`config.mk`:
```
export PLATFORM = sky130hd
export DESIGN_NAME = scwcr_top
export DESIGN_NICKNAME = d
export VERILOG_FILES = /design/src/design/scwcr_pkg.sv /design/src/design/scwcr_top.sv
export SDC_FILE = /design/constraint.sdc
export NUM_CORES = 1
export LEC_CHECK = 0
export BUFFER_PORTS_ARGS = -buffer_cell sky130_fd_sc_hd__buf_2
export CAP_MARGIN = 5
export CORE_ASPECT_RATIO = 0.9
export CORE_UTILIZATION = 47
export CTS_BUF_LIST = sky130_fd_sc_hd__clkbuf_8
export DETAILED_ROUTE_END_ITERATION = 10
export PLACE_DENSITY_LB_ADDON = 0.12
export REMOVE_ABC_BUFFERS = 1
export SKIP_CTS_REPAIR_TIMING = 1
export SYNTH_ARGS = -nofsm -noshare
export SYNTH_HDL_FRONTEND = slang
export SYNTH_SLANG_ARGS = --single-unit
export TNS_END_PERCENT = 50
```
`constraint.sdc`:
```
create_clock -name clk_i -period 6.4 [get_ports clk_i]
set_clock_uncertainty 0.2 [all_clocks]
set_input_delay 1.28 -clock clk_i [delete_from_list [all_inputs] [get_ports clk_i]]
set_output_delay 1.28 -clock clk_i [all_outputs]
set_load 0.01 [all_outputs]
```
`src/design/scwcr_pkg.sv`:
```
// Package of constants and types for the wake, clock and reset control bank
package scwcr_pkg;
    // Register byte offsets
    localparam logic [11:0] OFF_DBG = 12'h01C;
    localparam logic [11:0] OFF_WRISE = 12'h020;
    localparam logic [11:0] OFF_WFALL = 12'h024;
    localparam logic [11:0] OFF_WPEND = 12'h028;
    localparam logic [11:0] OFF_PDIV = 12'h038;
    localparam logic [11:0] OFF_LRST = 12'h040;
    localparam logic [11:0] OFF_HRST = 12'h050;
    localparam logic [11:0] OFF_LCEN = 12'h060;
    localparam logic [11:0] OFF_HCEN = 12'h070;
    localparam logic [11:0] OFF_DSTOP = 12'h080;
    localparam logic [11:0] OFF_ID = 12'h100;
    localparam logic [11:0] OFF_PWR = 12'h008;
    localparam logic [11:0] OFF_IMASK = 12'h02C;
    // Field positions and widths
    localparam int BIT_RTC_HALT = 4;
    localparam int BIT_DOG_HALT = 3;
    localparam int BIT_ALARM = 8;
    localparam int NUM_WAKE = 9;
    localparam int NUM_LSP = 29;
    localparam int NUM_HSP = 4;
    localparam int DIV_W = 4;
    // Cycles after reset until the event synchroniser stages hold real pin levels
    localparam logic [1:0] SYNC_FILL = 2'h3;
    // Low-power mode encoding
    localparam logic [1:0] LPM_STOP = 2'h1;
    // Peripherals allowed to stop in debug: watchdog, timers, GP timers, CAN
    localparam logic [28:0] DSTOP_ALLOWED = 29'h041FC002;
    // Reset values
    localparam logic [31:0] RST_ZERO = 32'h00000000;

    // Register bus request
    typedef struct packed {
        logic [11:0] addr;
        logic [31:0] wdata;
        logic wr;
        logic rd;
    } scwcr_bus_t;

    // Power state
    typedef enum logic [1:0] {
        ST_RUN = 2'b01,
        ST_STOP = 2'b10
    } scwcr_pst_t;
endpackage

```
`src/design/scwcr_top.sv`:
```
// Wake, peripheral clock and reset control register bank
// What this block does
// - Debug bit 4 halts the real-time clock counting while the core is in debug.
// - Debug bit 3 halts the independent watchdog while the core is in debug.
// - Rising-select bits 7..0 let a rising edge on irq line 0..7 wake from stop.
// - Falling-select bits 7..0 let a falling edge on irq line 0..7 wake from stop.
// - Bit 8 of either select register lets the alarm event wake from stop.
// - Each enabled source sets its wake-pending bit when its event occurs.
// - The peripheral bus clock is the system clock divided by field plus one.
// - Low-speed reset bits 0..28 hold their peripheral in reset while one.
// - High-speed reset bits 0..3 hold DMA, USB, checksum and MAC in reset.
// - Low-speed clock enables gate peripheral clocks by the reset bit layout.
// - High-speed clock enables gate peripheral clocks by the reset bit layout.
// - Debug clock stop exists only for watchdog, timers, GP timers and CAN.
// - A debug-stop bit of one stops that clock in debug; zero keeps it running.
// - The identity register returns a fixed code and ignores writes.
// - Stop mode is entered on wait-for-interrupt while the power field is one.
//
// Design decision made here: the address-and-strobe port.
`timescale 1ns/1ps
module scwcr_top import scwcr_pkg::*; #(
    parameter logic [31:0] CHIP_ID = 32'h0000C0DE // Arbitrary value
) (
    // Clock and reset
    input wire logic clk_i,
    input wire logic srst_i,
    // Register port
    input wire logic [11:0] addr_i,
    input wire logic [31:0] wdata_i,
    input wire logic wr_i,
    input wire logic rd_i,
    output logic [31:0] rdata_o,
    // Core and event inputs
    input wire logic debug_i,
    input wire logic wfi_i,
    input wire logic [7:0] external_irq_lines_i,
    input wire logic alarm_i,
    // Control outputs
    output logic halt_rtc_o,
    output logic halt_dog_o,
    output logic stop_mode_o,
    output logic pclk_en_o,
    output logic [NUM_LSP-1:0] lsp_rst_o,
    output logic [NUM_HSP-1:0] hsp_rst_o,
    output logic [NUM_LSP-1:0] lsp_clk_en_o,
    output logic [NUM_HSP-1:0] hsp_clk_en_o,
    output logic irq_o
);
    typedef struct packed {
        logic [31:0] rdata;
        logic [1:0] dbg;
        logic [NUM_WAKE-1:0] rise;
        logic [NUM_WAKE-1:0] fall;
        logic [NUM_WAKE-1:0] pend;
        logic [NUM_WAKE-1:0] imask;
        logic [DIV_W-1:0] div;
        logic [DIV_W-1:0] divcnt;
        logic [1:0] lpm;
        logic [NUM_LSP-1:0] lrst;
        logic [NUM_HSP-1:0] hrst;
        logic [NUM_LSP-1:0] lcen;
        logic [NUM_HSP-1:0] hcen;
        logic [NUM_LSP-1:0] dstop;
        logic [NUM_WAKE-1:0] s1;
        logic [NUM_WAKE-1:0] s2;
        logic [NUM_WAKE-1:0] s3;
        logic [NUM_WAKE-1:0] evq;
        logic [1:0] warm;
        logic dbg1;
        logic dbg2;
        logic dbg3;
        logic dbgq;
        scwcr_pst_t pst;
        logic halt_rtc;
        logic halt_dog;
        logic pclk_en;
        logic [NUM_LSP-1:0] lrst_o;
        logic [NUM_HSP-1:0] hrst_o;
        logic [NUM_LSP-1:0] lclk_o;
        logic [NUM_HSP-1:0] hclk_o;
        logic irq;
    } scwcr_st_t;

    scwcr_st_t r;
    scwcr_st_t next_r;
    logic [NUM_WAKE-1:0] rise_ev;
    logic [NUM_WAKE-1:0] fall_ev;
    logic [NUM_WAKE-1:0] wake_ev;
    logic [NUM_WAKE-1:0] pend_clr;

    // Address match helper for the register port
    function automatic logic hit(input logic [11:0] a, input logic [11:0] off);
        hit = (a == off);
    endfunction

    // Edge events on the filtered level; a change counts once stages two and three agree
    assign rise_ev = (r.warm == SYNC_FILL) ? (r.s2 & r.s3 & ~r.evq) : '0;
    assign fall_ev = (r.warm == SYNC_FILL) ? (~r.s2 & ~r.s3 & r.evq) : '0;
    assign wake_ev = (rise_ev & r.rise) | (fall_ev & r.fall);
    assign pend_clr = (wr_i && hit(addr_i, OFF_WPEND)) ? wdata_i[NUM_WAKE-1:0] : '0;

    // Next-state logic for all registers
    always_comb begin
        next_r = r;
        // Three-stage sampling of pins and the debug level
        next_r.s1 = {alarm_i, external_irq_lines_i};
        next_r.s2 = r.s1;
        next_r.s3 = r.s2;
        next_r.dbg1 = debug_i;
        next_r.dbg2 = r.dbg1;
        next_r.dbg3 = r.dbg2;
        if (r.dbg2 == r.dbg3) begin
            next_r.dbgq = r.dbg2;
        end
        // Filtered event level; while the stages fill it just follows, so a pin
        // idling high gives no false edge after reset
        if (r.warm != SYNC_FILL) begin
            next_r.warm = r.warm + 2'h1;
            next_r.evq = r.s2;
        end else begin
            next_r.evq = (r.s2 & r.s3) | (r.evq & (r.s2 | r.s3));
        end
        // Set wins over a same-cycle clear
        next_r.pend = (r.pend & ~pend_clr) | wake_ev;
        // Register writes
        if (wr_i) begin
            if (hit(addr_i, OFF_DBG)) begin
                next_r.dbg = wdata_i[BIT_RTC_HALT:BIT_DOG_HALT];
            end else if (hit(addr_i, OFF_WRISE)) begin
                next_r.rise = wdata_i[NUM_WAKE-1:0];
            end else if (hit(addr_i, OFF_WFALL)) begin
                next_r.fall = wdata_i[NUM_WAKE-1:0];
            end else if (hit(addr_i, OFF_IMASK)) begin
                next_r.imask = wdata_i[NUM_WAKE-1:0];
            end else if (hit(addr_i, OFF_PDIV)) begin
                next_r.div = wdata_i[DIV_W-1:0];
            end else if (hit(addr_i, OFF_PWR)) begin
                next_r.lpm = wdata_i[1:0];
            end else if (hit(addr_i, OFF_LRST)) begin
                next_r.lrst = wdata_i[NUM_LSP-1:0];
            end else if (hit(addr_i, OFF_HRST)) begin
                next_r.hrst = wdata_i[NUM_HSP-1:0];
            end else if (hit(addr_i, OFF_LCEN)) begin
                next_r.lcen = wdata_i[NUM_LSP-1:0];
            end else if (hit(addr_i, OFF_HCEN)) begin
                next_r.hcen = wdata_i[NUM_HSP-1:0];
            end else if (hit(addr_i, OFF_DSTOP)) begin
                next_r.dstop = wdata_i[NUM_LSP-1:0] & DSTOP_ALLOWED;
            end
            // Identity and unmapped writes fall through unchanged
        end
        // Read data valid only in the cycle after the strobe
        next_r.rdata = RST_ZERO;
        if (rd_i) begin
            if (hit(addr_i, OFF_DBG)) begin
                next_r.rdata = {27'h0, r.dbg, 3'h0};
            end else if (hit(addr_i, OFF_WRISE)) begin
                next_r.rdata = {23'h0, r.rise};
            end else if (hit(addr_i, OFF_WFALL)) begin
                next_r.rdata = {23'h0, r.fall};
            end else if (hit(addr_i, OFF_WPEND)) begin
                next_r.rdata = {23'h0, r.pend};
            end else if (hit(addr_i, OFF_IMASK)) begin
                next_r.rdata = {23'h0, r.imask};
            end else if (hit(addr_i, OFF_PDIV)) begin
                next_r.rdata = {28'h0, r.div};
            end else if (hit(addr_i, OFF_PWR)) begin
                next_r.rdata = {30'h0, r.lpm};
            end else if (hit(addr_i, OFF_LRST)) begin
                next_r.rdata = {3'h0, r.lrst};
            end else if (hit(addr_i, OFF_HRST)) begin
                next_r.rdata = {28'h0, r.hrst};
            end else if (hit(addr_i, OFF_LCEN)) begin
                next_r.rdata = {3'h0, r.lcen};
            end else if (hit(addr_i, OFF_HCEN)) begin
                next_r.rdata = {28'h0, r.hcen};
            end else if (hit(addr_i, OFF_DSTOP)) begin
                next_r.rdata = {3'h0, r.dstop};
            end else if (hit(addr_i, OFF_ID)) begin
                next_r.rdata = CHIP_ID;
            end
        end
        // Peripheral bus clock enable: one pulse every div+1 cycles
        if (r.divcnt >= r.div) begin
            next_r.divcnt = '0;
            next_r.pclk_en = 1'b1;
        end else begin
            next_r.divcnt = r.divcnt + 4'h1;
            next_r.pclk_en = 1'b0;
        end
        // Power state
        case (r.pst)
            ST_RUN: begin
                if (wfi_i && r.lpm == LPM_STOP) begin
                    next_r.pst = ST_STOP;
                end
            end
            ST_STOP: begin
                if (|r.pend) begin
                    next_r.pst = ST_RUN;
                end
            end
            default: begin
                next_r.pst = ST_RUN;
            end
        endcase
        // Debug halts and clock gating
        next_r.halt_rtc = r.dbgq & r.dbg[1];
        next_r.halt_dog = r.dbgq & r.dbg[0];
        next_r.lrst_o = r.lrst;
        next_r.hrst_o = r.hrst;
        next_r.lclk_o = r.lcen & ~({NUM_LSP{r.dbgq}} & r.dstop);
        next_r.hclk_o = r.hcen;
        next_r.irq = |(r.pend & r.imask);
    end

    // State register; stop mode is held only in the clock-domain view
    always_ff @(posedge clk_i) begin
        if (srst_i) begin
            r <= '0;
            r.pst <= ST_RUN;
        end else begin
            r <= next_r;
        end
    end

    // Outputs straight from flip-flops
    assign rdata_o = r.rdata;
    assign halt_rtc_o = r.halt_rtc;
    assign halt_dog_o = r.halt_dog;
    assign stop_mode_o = r.pst[1]; // One-hot stop bit of the state flop
    assign pclk_en_o = r.pclk_en;
    assign lsp_rst_o = r.lrst_o;
    assign hsp_rst_o = r.hrst_o;
    assign lsp_clk_en_o = r.lclk_o;
    assign hsp_clk_en_o = r.hclk_o;
    assign irq_o = r.irq;
endmodule

```
==> results of run 1 <==
==> final timing paths <==
path	from	to	cells after the start	slack, ps
max	addr_i[3]	r[172]$_SDFFE_PP0P_	7	2370
min	next_r[74]$_SDFF_PP0_	next_r[73]$_SDFF_PP0_	1	230
max reg2reg	r[76]$_SDFFE_PP0P_	r[80]$_SDFF_PP0_	4	4300
min reg2reg	next_r[74]$_SDFF_PP0_	next_r[73]$_SDFF_PP0_	1	230
==> state kept, by name, indices dropped and copies added, names as in the netlist <==
| name | count |
|---|---|
| r | 109 |
| next_r | 57 |
| pclk_en_o | 1 |
| halt_rtc_o | 1 |
| hsp_rst_o | 4 |
| irq_o | 1 |
| hsp_clk_en_o | 4 |
| lsp_clk_en_o | 29 |
| rdata_o | 29 |
| lsp_rst_o | 29 |
| halt_dog_o | 1 |
| stop_mode_o | 1 |
==> synthesized netlist by cell type, types with 19 or more instances <==
cell	count
a21oi_1	118
a22oi_1	19
buf_4	101
clkbuf_1	56
dfxtp_1	266
inv_1	29
mux2i_1	36
nand2_1	163
nand3_1	19
nor2_1	67
nor2b_1	92
o21ai_0	43
==> critical path, stage by stage <==
cell,delay (ps)
buf_2,190
or4_1,740
nor4_4,870
and2_1,610
buf_4,360
nand2_1,90
a21oi_1,130
==> layer usage <==
layer  wire (µm)  track usage, %
met5           0               0
met1       12200            30.8
met2       11800            34.6
met3        1560            4.02
met4         432            6.46
==> per-stage QoR <==
step	area (µm²)	util [%]	instances
floorplan	9710	-	1019
finish	11800	52.7	1560
detailed placement	11000	48.9	1484
CTS	11800	52.7	1560
global route	11800	52.7	1560
global placement	11000	48.9	1484
==> kinds of logic after synthesis <==
kind of cell | Yosys count | synth area share (%)
buf+inv | 198 | 10.6
flops | 266 | 49.6
simple gates | 428 | 21.1
xor+xnor | 3 | 0.245
other cells | 1 | 0.0349
fa+ha+maj | 6 | 0.699
compound gates | 244 | 13.8
mux | 40 | 3.88
==> power by group through the flow <==
stage	clock, mW	sequential, mW	combinational (mW)
after detailed placement	0	1.71	0.126
after global routing	1.56	1.68	0.138
after global placement	0	1.71	0.125
after floorplan	0	1.71	0.0465
after CTS	1.48	1.68	0.126
final	1.44	1.68	0.127
==> final cells by class <==
type | instances | area (µm²) | share of cell area [%]
clock inverters | 26 | 161 | 1.36
multi-input cells | 724 | 4280 | 36.2
well taps | 297 | 372 | 3.14
repair buffers | 168 | 892 | 7.54
inverters | 29 | 109 | 0.920
flip-flops and latches | 266 | 5330 | 45.0
clock buffers | 50 | 688 | 5.82
==> summary.txt, run 1 <==
Logic synthesis
  – Post-synth top flop: dfxtp_1
  – YS warnings: 0
  – Async set-reset flop share out of synthesis: 0%
  – Synth cell types: 66
  – Post-synth EDFFs: 0
  – Yosys top cell area share: 49.6%
  – Cell taking the most area after synthesis: dfxtp_1
  – Sequential fraction of the synthesis area: 49.6%
  – Post-Syn Area: 10,700 µm²
  – Mean area per synthesized cell: 9.05 µm²
  – Top cells by area, synth: dfxtp_1, buf_4, nand2_1
  – Mapped Cells: 1,186
  – Yosys reg bits: 266

Timing
  – Worst setup margin: 2370 ps
  – Fin Setup TNS: 0 ps
  – Max Fclk: 248 MHz
  – Final hold vios: 0
  – RSZ-0062 raised after global routing: no
  – Hold_ws: 227 ps
  – Worst-Margin Slew: 1170 ps
  – Max-slew headroom: 22.0%
  – Part of the cycle the worst path needs: 62.9%
  – Final Max Tran Viols: 0
  – Final setup fails: 0
  – Min cycle time layout: 4030 ps

Final layout
  – Share of post-route cells with drive strength above 1: 19.7%
  – ANT cells: 0
  – Synth-to-Final Area Change: 10.2%
  – Nets: 1,298
  – FILL cells: 2,156
  – Most frequent cells in the layout: dfxtp_1, nand2_1, buf_2
  – Most common cell after layout, fill and taps aside: dfxtp_1

Global routing
  – Largest net degree at the start of global routing: 166
  – Global-route wire length before repair: 41.1 mm
  – Initial antenna violation count: 0
  – GRT Overall Usage: 22.0%
  – Vias in the first global route: 7,539
  – GRT overflow: 0

Pwr
  – Sw Ratio: 22.9%
  – Switching power total: 0.743 mW
  – Static Leak: 4.64 nW
  – Total Power: 3.24 mW
  – Clk pwr share: 44.4%
  – Pwr Density: 274 nW/µm²
  – Share of power burned in registers: 51.7%
  – Peak VDD IR: 0.168 mV
  – Internal power: 2.50 mW
  – Combinational group share of total power: 3.9%

Setup path
  – Crit path arrival time: 4290 ps
  – Worst setup EP type: flip-flop
  – Critical path peak fanout: 17
  – Required @ worst endpoint: 6660 ps
  – Startpoint Class: primary input
  – Crit path kind: in -> reg

Routing
  – Pre-Repair DR Iteration Count: 5
  – DRC viols: 0
  – Final WL: 26.0 mm
  – Vias per cell: 5.24
  – Via count: 8,178
  – Post-DR wirelength/cell: 16.7 µm
  – First-iteration detailed-routing DRC count: 652
  – Detail Route Antenna Nets: 0

Clock network
  – Clock-pin slew on the worst setup and hold paths: 60 ps
  – CTS tree: done
  – Root Buffer: clkbuf_8
  – H-tree depth: 2
  – TritonCTS sink count: 266
  – Latest clock arrival within the worst-skew pair: 550 ps
  – Total CTS buffers: 44
  – Clk buf depth: 3

Floorplan
  – Core ar.: 22,400 µm²
  – Site Rows: 52
  – I/O pins: 162
  – Initial core utilization: 47.8%
  – Die Y: 145 µm
  – Die width: 161 µm
  – Die ar.: 23,400 µm²

Flow run
  – Max Cap Violations: 0

Outcome
  – Status: complete, no violations

Place
  – Final GP Congestion: 0.913
  – Detailed-placement wirelength estimate: 17.0 mm
  – IO buf count: 155
  – Placement Setup Slack: 1760 ps

Hold path
  – HP Class: reg -> reg
No activity file was read; power rests on OpenSTA's default activity.
==> run 2, diff against run 1 <==
--- a/config.mk
+++ b/config.mk
@@ -5,6 +5,7 @@
 export SDC_FILE = /design/constraint.sdc
 export NUM_CORES = 1
 export LEC_CHECK = 0
+export ABC_AREA = 1
 export BUFFER_PORTS_ARGS = -buffer_cell sky130_fd_sc_hd__buf_2
 export CAP_MARGIN = 5
 export CORE_ASPECT_RATIO = 0.9
==> constraint.sdc (replaced) <==
create_clock -name clk_i -period 3.7 [get_ports clk_i]
set_clock_uncertainty 0.2 [all_clocks]
set_input_delay 0.74 -clock clk_i [delete_from_list [all_inputs] [get_ports clk_i]]
set_output_delay 0.74 -clock clk_i [all_outputs]
set_load 0.01 [all_outputs]
==> summary.txt, run 2 <==
Final layout
  – Most frequent cells in the layout: dfxtp_1, nor2_1, inv_1
  – Number of flip-flops under the largest register name: 109 (unchanged)
  – Most common cell after layout, fill and taps aside: dfxtp_1
  – Largest Register: r
  – Final instance area: 11,900 µm² (+0.83%)
  – Nets: 1,444 (+11%)
  – Share of post-route cells with drive strength above 1: 20.8% (+1.1 points)
  – Synth-to-Final Area Change: 10.8%

Global routing
  – Global-route wire length before repair: 39.9 mm (-3.1%)
  – Initial antenna violation count: 0 (unchanged)
  – GRT overflow: 0 (unchanged)
  – Vias in the first global route: 7,683 (+1.9%)
  – GRT Overall Usage: 21.2% (-0.80 points)
  – Largest net degree at the start of global routing: 161 (-3.0%)

Routing
  – Final WL: 24.9 mm (-4.1%)
  – Post-DR wirelength/cell: 14.6 µm (-13%)
  – Vias per cell: 4.84 (-7.7%)
  – Via count: 8,287 (+1.3%)
  – First-iteration detailed-routing DRC count: 562 (-14%)
  – Detail Route Antenna Nets: 0 (unchanged)
  – DRC viols: 0 (unchanged)
  – Pre-Repair DR Iteration Count: 7 (+2)

Clock network
  – Root Buffer: clkbuf_8
  – Clock-pin slew on the worst setup and hold paths: 60 ps (about the same)
  – CTS tree: done
  – Total CTS buffers: 44 (unchanged)
  – Clk buf depth: 3 (unchanged)
  – TritonCTS sink count: 266 (unchanged)
  – Latest clock arrival within the worst-skew pair: 560 ps (about the same)
  – H-tree depth: 2 (unchanged)

Setup path
  – Worst reg2reg path depth: 6 (+2)
  – Slowest-stage cell, CP: nor2_1
  – CP Cell Sequence: buf_2 > nor2_1 > nand2_1 > nor2_1 > nand2_2 > nand2_2 > nor2_2 > nand2_2 > inv_2 > nand4_4 > buf_12 > nor2_1 > a211oi_2
  – Startpoint Class: primary input
  – Max incr delay on CP: 320 ps (-550 ps)
  – Required @ worst endpoint: 3970 ps (-2690 ps)
  – Critical path peak fanout: 48 (+31)
  – Crit path arrival time: 2700 ps (-1590 ps)
  – Worst setup EP type: flip-flop
  – Reg2Reg Launch Point: r[76]$_SDFFE_PP0P_
  – Crit path kind: in -> reg
  – Setup slack, reg-to-reg: 1970 ps (-2330 ps)
  – End of the worst register-to-register path: r[229]$_SDFF_PP0_

Logic synthesis
  – Synth cell types: 42 (-36%)
  – Mapped Cells: 1,317 (+11%)
  – Async set-reset flop share out of synthesis: 0% (unchanged)
  – Cell taking the most area after synthesis: dfxtp_1
  – Post-synth EDFFs: 0 (unchanged)
  – Mean area per synthesized cell: 8.18 µm² (-9.6%)
  – Post-synth top flop: dfxtp_1
  – Post-Syn Area: 10,800 µm² (+0.34%)
  – Top cells by area, synth: dfxtp_1, buf_4, nor2_1
  – Yosys top cell area share: 49.4% (-0.17 points)
  – Synth cell count leaders: dfxtp_1, nor2_1, inv_1
  – Most common cell in the synthesized netlist: dfxtp_1
  – Yosys reg bits: 266 (unchanged)
  – Sequential fraction of the synthesis area: 49.4% (-0.17 points)
  – YS warnings: 0 (unchanged)

Hold path
  – WHS Path Cells: 3 (+2)
  – Hold Crit Start: external_irq_lines_i[4]
  – HP Class: in -> reg
  – Min-Delay Endpoint: next_r[100]$_SDFF_PP0_

Outcome
  – Status: complete, no violations

Place
  – Detailed-placement wirelength estimate: 16.5 mm (-3.3%)
  – Final GP Congestion: 0.882 (-3.4%)
  – Placement Setup Slack: 687 ps (-1070 ps)
  – IO buf count: 155 (unchanged)
  – DP Area: 11,000 µm² (+0.48%)

Floorplan
  – Site Rows: 52 (unchanged)
  – Initial core utilization: 47.8% (about the same)
  – I/O pins: 162 (unchanged)
  – Die ar.: 23,500 µm² (+0.33%)
  – Die Y: 146 µm (+0.17%)
  – Core ar.: 22,500 µm² (+0.29%)
  – Die width: 162 µm (+0.17%)

Timing
  – Worst setup margin: 1260 ps (-1110 ps)
  – Final setup fails: 0 (unchanged)
  – Max-slew headroom: 46.0% (+24 points)
  – Max Fclk: 411 MHz
  – Final hold vios: 0 (unchanged)
  – Min cycle time layout: 2440 ps
  – Worst-Margin Slew: 810 ps (-358 ps)
  – Hold_ws: 189 ps (-37.5 ps)
  – Part of the cycle the worst path needs: 65.8%
  – RSZ-0062 raised after global routing: no
  – Fin Setup TNS: 0 ps (unchanged)
  – Final Max Tran Viols: 0 (unchanged)

Pwr
  – Peak VDD IR: 0.218 mV (+29%)
  – Pwr Density: 476 nW/µm² (+74%)
  – Static Leak: 5.03 nW (+8.3%)

Flow run
  – Max Cap Violations: 0 (unchanged)
-- run 2: critical path, delay by kind of cell --
family | cells | cell delay, ps
buf+inv | 3 | 480
compound gates | 1 | 140
simple gates | 9 | 1310
-- run 2: worst max path at each step --
stage / start / endpoint / depth (start not counted)
detailed placement: addr_i[9] / next_r[58]$_SDFFE_PP0P_ / 13
global placement: addr_i[9] / rdata_o[0]$_SDFF_PP0_ / 15
floorplan: addr_i[9] / r[147]$_SDFFE_PP0P_ / 6
finish: addr_i[9] / next_r[46]$_SDFFE_PP0P_ / 13
CTS: addr_i[9] / next_r[58]$_SDFFE_PP0P_ / 13
global route: addr_i[5] / rdata_o[14]$_SDFF_PP0_ / 12
-- run 2: report_power, final --
group | total (mW) | internal [mW] | switching [mW]
Clock | 2.56 | 1.38 | 1.17
Combinational | 0.215 | 0.0638 | 0.151
Sequential | 2.91 | 2.89 | 0.0162
-- run 2: final cells by class --
class,instances,area [µm²]
fillers,2222,10600
flip-flops and latches,266,5330
multi-input cells,715,3740
repair buffers,167,897
clock buffers,53,729
inverters,185,698
well taps,297,372
clock inverters,28,163
diodes,1,2.50
-- run 2: per-layer routing --
metal	wire length (µm)	global-route usage, %	vias to the layer above
li1	-	-	4295
met1	12200	29.7	3724
met2	11000	33.2	234
met3	1340	3.68	34
met4	433	7.03	0
met5	0	0	-
-- run 2: metrics by stage --
step,util (%),power [mW],instances
after global routing,53.0,5.91,1711
after global placement,49.0,3.18,1630
after CTS,53.0,5.76,1711
final,53.0,5.68,1712
after detailed placement,49.0,3.19,1630
after floorplan,-,3.06,1166
-- run 2: cell families after synthesis --
kind of cell / after synthesis / share of synthesized area [%]
other: 1 / 0.0348
and+or+nand+nor: 379 / 15.2
DFF: 266 / 49.4
xor gates and xnor gates: 3 / 0.244
AOI/OAI and AO/OA: 324 / 18.5
buffers and inverters: 338 / 15.9
adders and majority gates: 6 / 0.697
==> run 3, diff against run 2 <==
==> constraint.sdc (replaced) <==
create_clock -name clk_i -period 2.4 [get_ports clk_i]
set_clock_uncertainty 0.2 [all_clocks]
set_input_delay 0.48 -clock clk_i [delete_from_list [all_inputs] [get_ports clk_i]]
set_output_delay 0.48 -clock clk_i [all_outputs]
set_load 0.01 [all_outputs]
==> summary.txt, run 3 (synthesis gave the netlist of run 2 again) <==
Pwr
  – Total Power: 9.15 mW (+61%)
  – Clk pwr share: 46.9% (+1.9 points)
  – Switching power total: 2.06 mW (+54%)
  – Share of power burned in registers: 49.0% (-2.2 points)
  – Pwr Density: 719 nW/µm² (+51%)
  – Internal power: 7.09 mW (+63%)
  – Sw Ratio: 22.6% (-1.0 points)
  – Peak VDD IR: 0.572 mV (+160%)
  – Combinational group share of total power: 4.2% (+0.4 points)
  – Static Leak: 5.46 nW (+8.6%)

Clock network
  – H-tree depth: 2 (unchanged)
  – Clk buf depth: 3 (unchanged)
  – CTS tree: done
  – TritonCTS sink count: 266 (unchanged)
  – Root Buffer: clkbuf_8
  – Total CTS buffers: 44 (unchanged)
  – Latest clock arrival within the worst-skew pair: 560 ps (about the same)
  – Clock-pin slew on the worst setup and hold paths: 60 ps (about the same)

Routing
  – Via count: 8,522 (+2.8%)
  – Vias per cell: 4.77 (-1.4%)
  – Post-DR wirelength/cell: 14.1 µm (-3.2%)
  – DRC viols: 0 (unchanged)
  – First-iteration detailed-routing DRC count: 642 (+14%)
  – Pre-Repair DR Iteration Count: 5 (-2)
  – Detail Route Antenna Nets: 0 (unchanged)
  – Final WL: 25.2 mm (+0.97%)

Place
  – IO buf count: 155 (unchanged)
  – Placement Setup Slack: -113 ps (-801 ps)
  – Placed cells: 1,694 (+3.9%)
  – Detailed-placement wirelength estimate: 17.1 mm (+3.6%)
  – Final GP Congestion: 0.916 (+3.8%)
  – DP Area: 11,600 µm² (+5.4%)

Hold path
  – Hold Crit Start: wdata_i[9]
  – HP Class: in -> reg
  – WHS Path Cells: 3 (unchanged)
  – Min-Delay Endpoint: next_r[47]$_SDFFE_PP0P_

Global routing
  – Largest net degree at the start of global routing: 161 (unchanged)
  – Global-route wire length before repair: 40.5 mm (+1.6%)
  – Vias in the first global route: 7,865 (+2.4%)
  – GRT overflow: 0 (unchanged)
  – GRT Overall Usage: 21.6% (+0.33 points)
  – Initial antenna violation count: 0 (unchanged)

Setup path
  – Max incr delay on CP: 340 ps (+20 ps)
  – Critical path buffer and inverter count: 3 (unchanged)
  – CP most frequent cell: nor2_1
  – Slowest-stage cell, CP: nor2_1
  – Required @ worst endpoint: 2600 ps (-1370 ps)
  – Critical path peak fanout: 16 (-67%)
  – Critical Path Source: addr_i[8]
  – Crit-path leading delay family: simple AND/OR/NAND/NOR gates
  – Reg2Reg Launch Point: r[216]$_SDFFE_PP0P_
  – Worst setup EP type: flip-flop
  – End of the worst register-to-register path: r[213]$_SDFF_PP0_
  – Worst reg2reg path depth: 7 (+1)
  – Crit path kind: in -> reg
  – Setup slack, reg-to-reg: 830 ps (-1140 ps)
  – Startpoint Class: primary input
  – CP Cell Sequence: buf_2 > nor2_1 > nand2_1 > nor2_1 > buf_4 > nand2_1 > nor2_1 > nor2_1 > nand4_4 > buf_12 > nor2_1 > a211oi_2
  – Crit path arrival time: 2160 ps (-540 ps)

Floorplan
  – Core ar.: 22,500 µm² (unchanged)
  – I/O pins: 162 (unchanged)
  – Initial core utilization: 47.8% (unchanged)
  – Die width: 162 µm (unchanged)
  – Site Rows: 52 (unchanged)
  – Die Y: 146 µm (unchanged)
  – Die ar.: 23,500 µm² (unchanged)

Timing
  – Final Max Tran Viols: 0 (unchanged)
  – Max-slew headroom: 46.2% (+0.18 points)
  – Final hold vios: 0 (unchanged)
  – Min cycle time layout: 1960 ps
  – Final setup fails: 0 (unchanged)
  – RSZ-0062 raised after global routing: no
  – Part of the cycle the worst path needs: 81.5%
  – Max Fclk: 511 MHz
  – Worst-Margin Slew: 808 ps (-2.64 ps)
  – Worst setup margin: 444 ps (-820 ps)

Final layout
  – Most common cell after layout, fill and taps aside: dfxtp_1
  – Post-Layout Cell Count: 1,786 (+4.3%)
  – ANT cells: 0 (-1)
  – Most frequent cells in the layout: dfxtp_1, nor2_1, inv_1
  – Number of flip-flops under the largest register name: 109 (unchanged)
  – Nets: 1,519 (+5.2%)
  – Largest Register: r
  – Share of post-route cells with drive strength above 1: 24.3% (+3.5 points)
  – Synth-to-Final Area Change: 18.2%
  – Final design utilization: 56.5% (+3.5 points)
  – Final instance area: 12,700 µm² (+6.7%)

Flow run
  – Max Cap Violations: 0 (unchanged)

Outcome
  – Status: complete, no violations
run 3: layout make-up:
| class | count | area (µm²) |
|---|---|---|
| fill | 2188 | 9790 |
| sequential | 266 | 5330 |
| multi-input combinational | 715 | 3740 |
| timing repair buffer | 242 | 1600 |
| clock buffer | 61 | 840 |
| inverter | 185 | 698 |
| tap | 297 | 372 |
| clock inverter | 20 | 150 |
run 3: power by group through the flow:
stage                     sequential (mW)  clock, mW  combinational (mW)
after floorplan                      4.57          0               0.150
after global placement               4.58          0               0.365
after detailed placement             4.58          0               0.369
after CTS                            4.48       4.41               0.371
after global routing                 4.48       4.63               0.426
final                                4.48       4.29               0.380
run 3: how the worst max path moves through the flow:
stage	endpoint	slack (ps)	cells past startpoint
floorplan	r[147]$_SDFFE_PP0P_	-410	6
global placement	rdata_o[0]$_SDFF_PP0_	-50	15
detailed placement	next_r[62]$_SDFFE_PP0P_	-110	12
CTS	next_r[62]$_SDFFE_PP0P_	490	12
global route	rdata_o[3]$_SDFF_PP0_	250	15
finish	next_r[62]$_SDFFE_PP0P_	440	12
run 3: through the flow:
step | TNS (ps) | hold WS [ps]
floorplan | -24710 | 188
CTS | 0 | -101
finish | 0 | 22.2
detailed placement | -2240 | 193
global placement | -494 | 190
global route | 0 | 13.4
run 3: routing by layer:
metal	up-vias	wire [µm]	GRT usage, %
met2	200	11100	34.1
met1	3828	12200	29.8
met5	-	0	0
li1	4442	-	-
met4	0	593	7.12
met3	52	1260	3.79
run 3: worst register-to-register path, delay by kind of cell, from the launching register on:
family | cells | cell delay, ps
simple gates | 3 | 390
flops | 1 | 320
fa+ha+maj | 1 | 280
compound gates | 1 | 180
buf+inv | 2 | 120
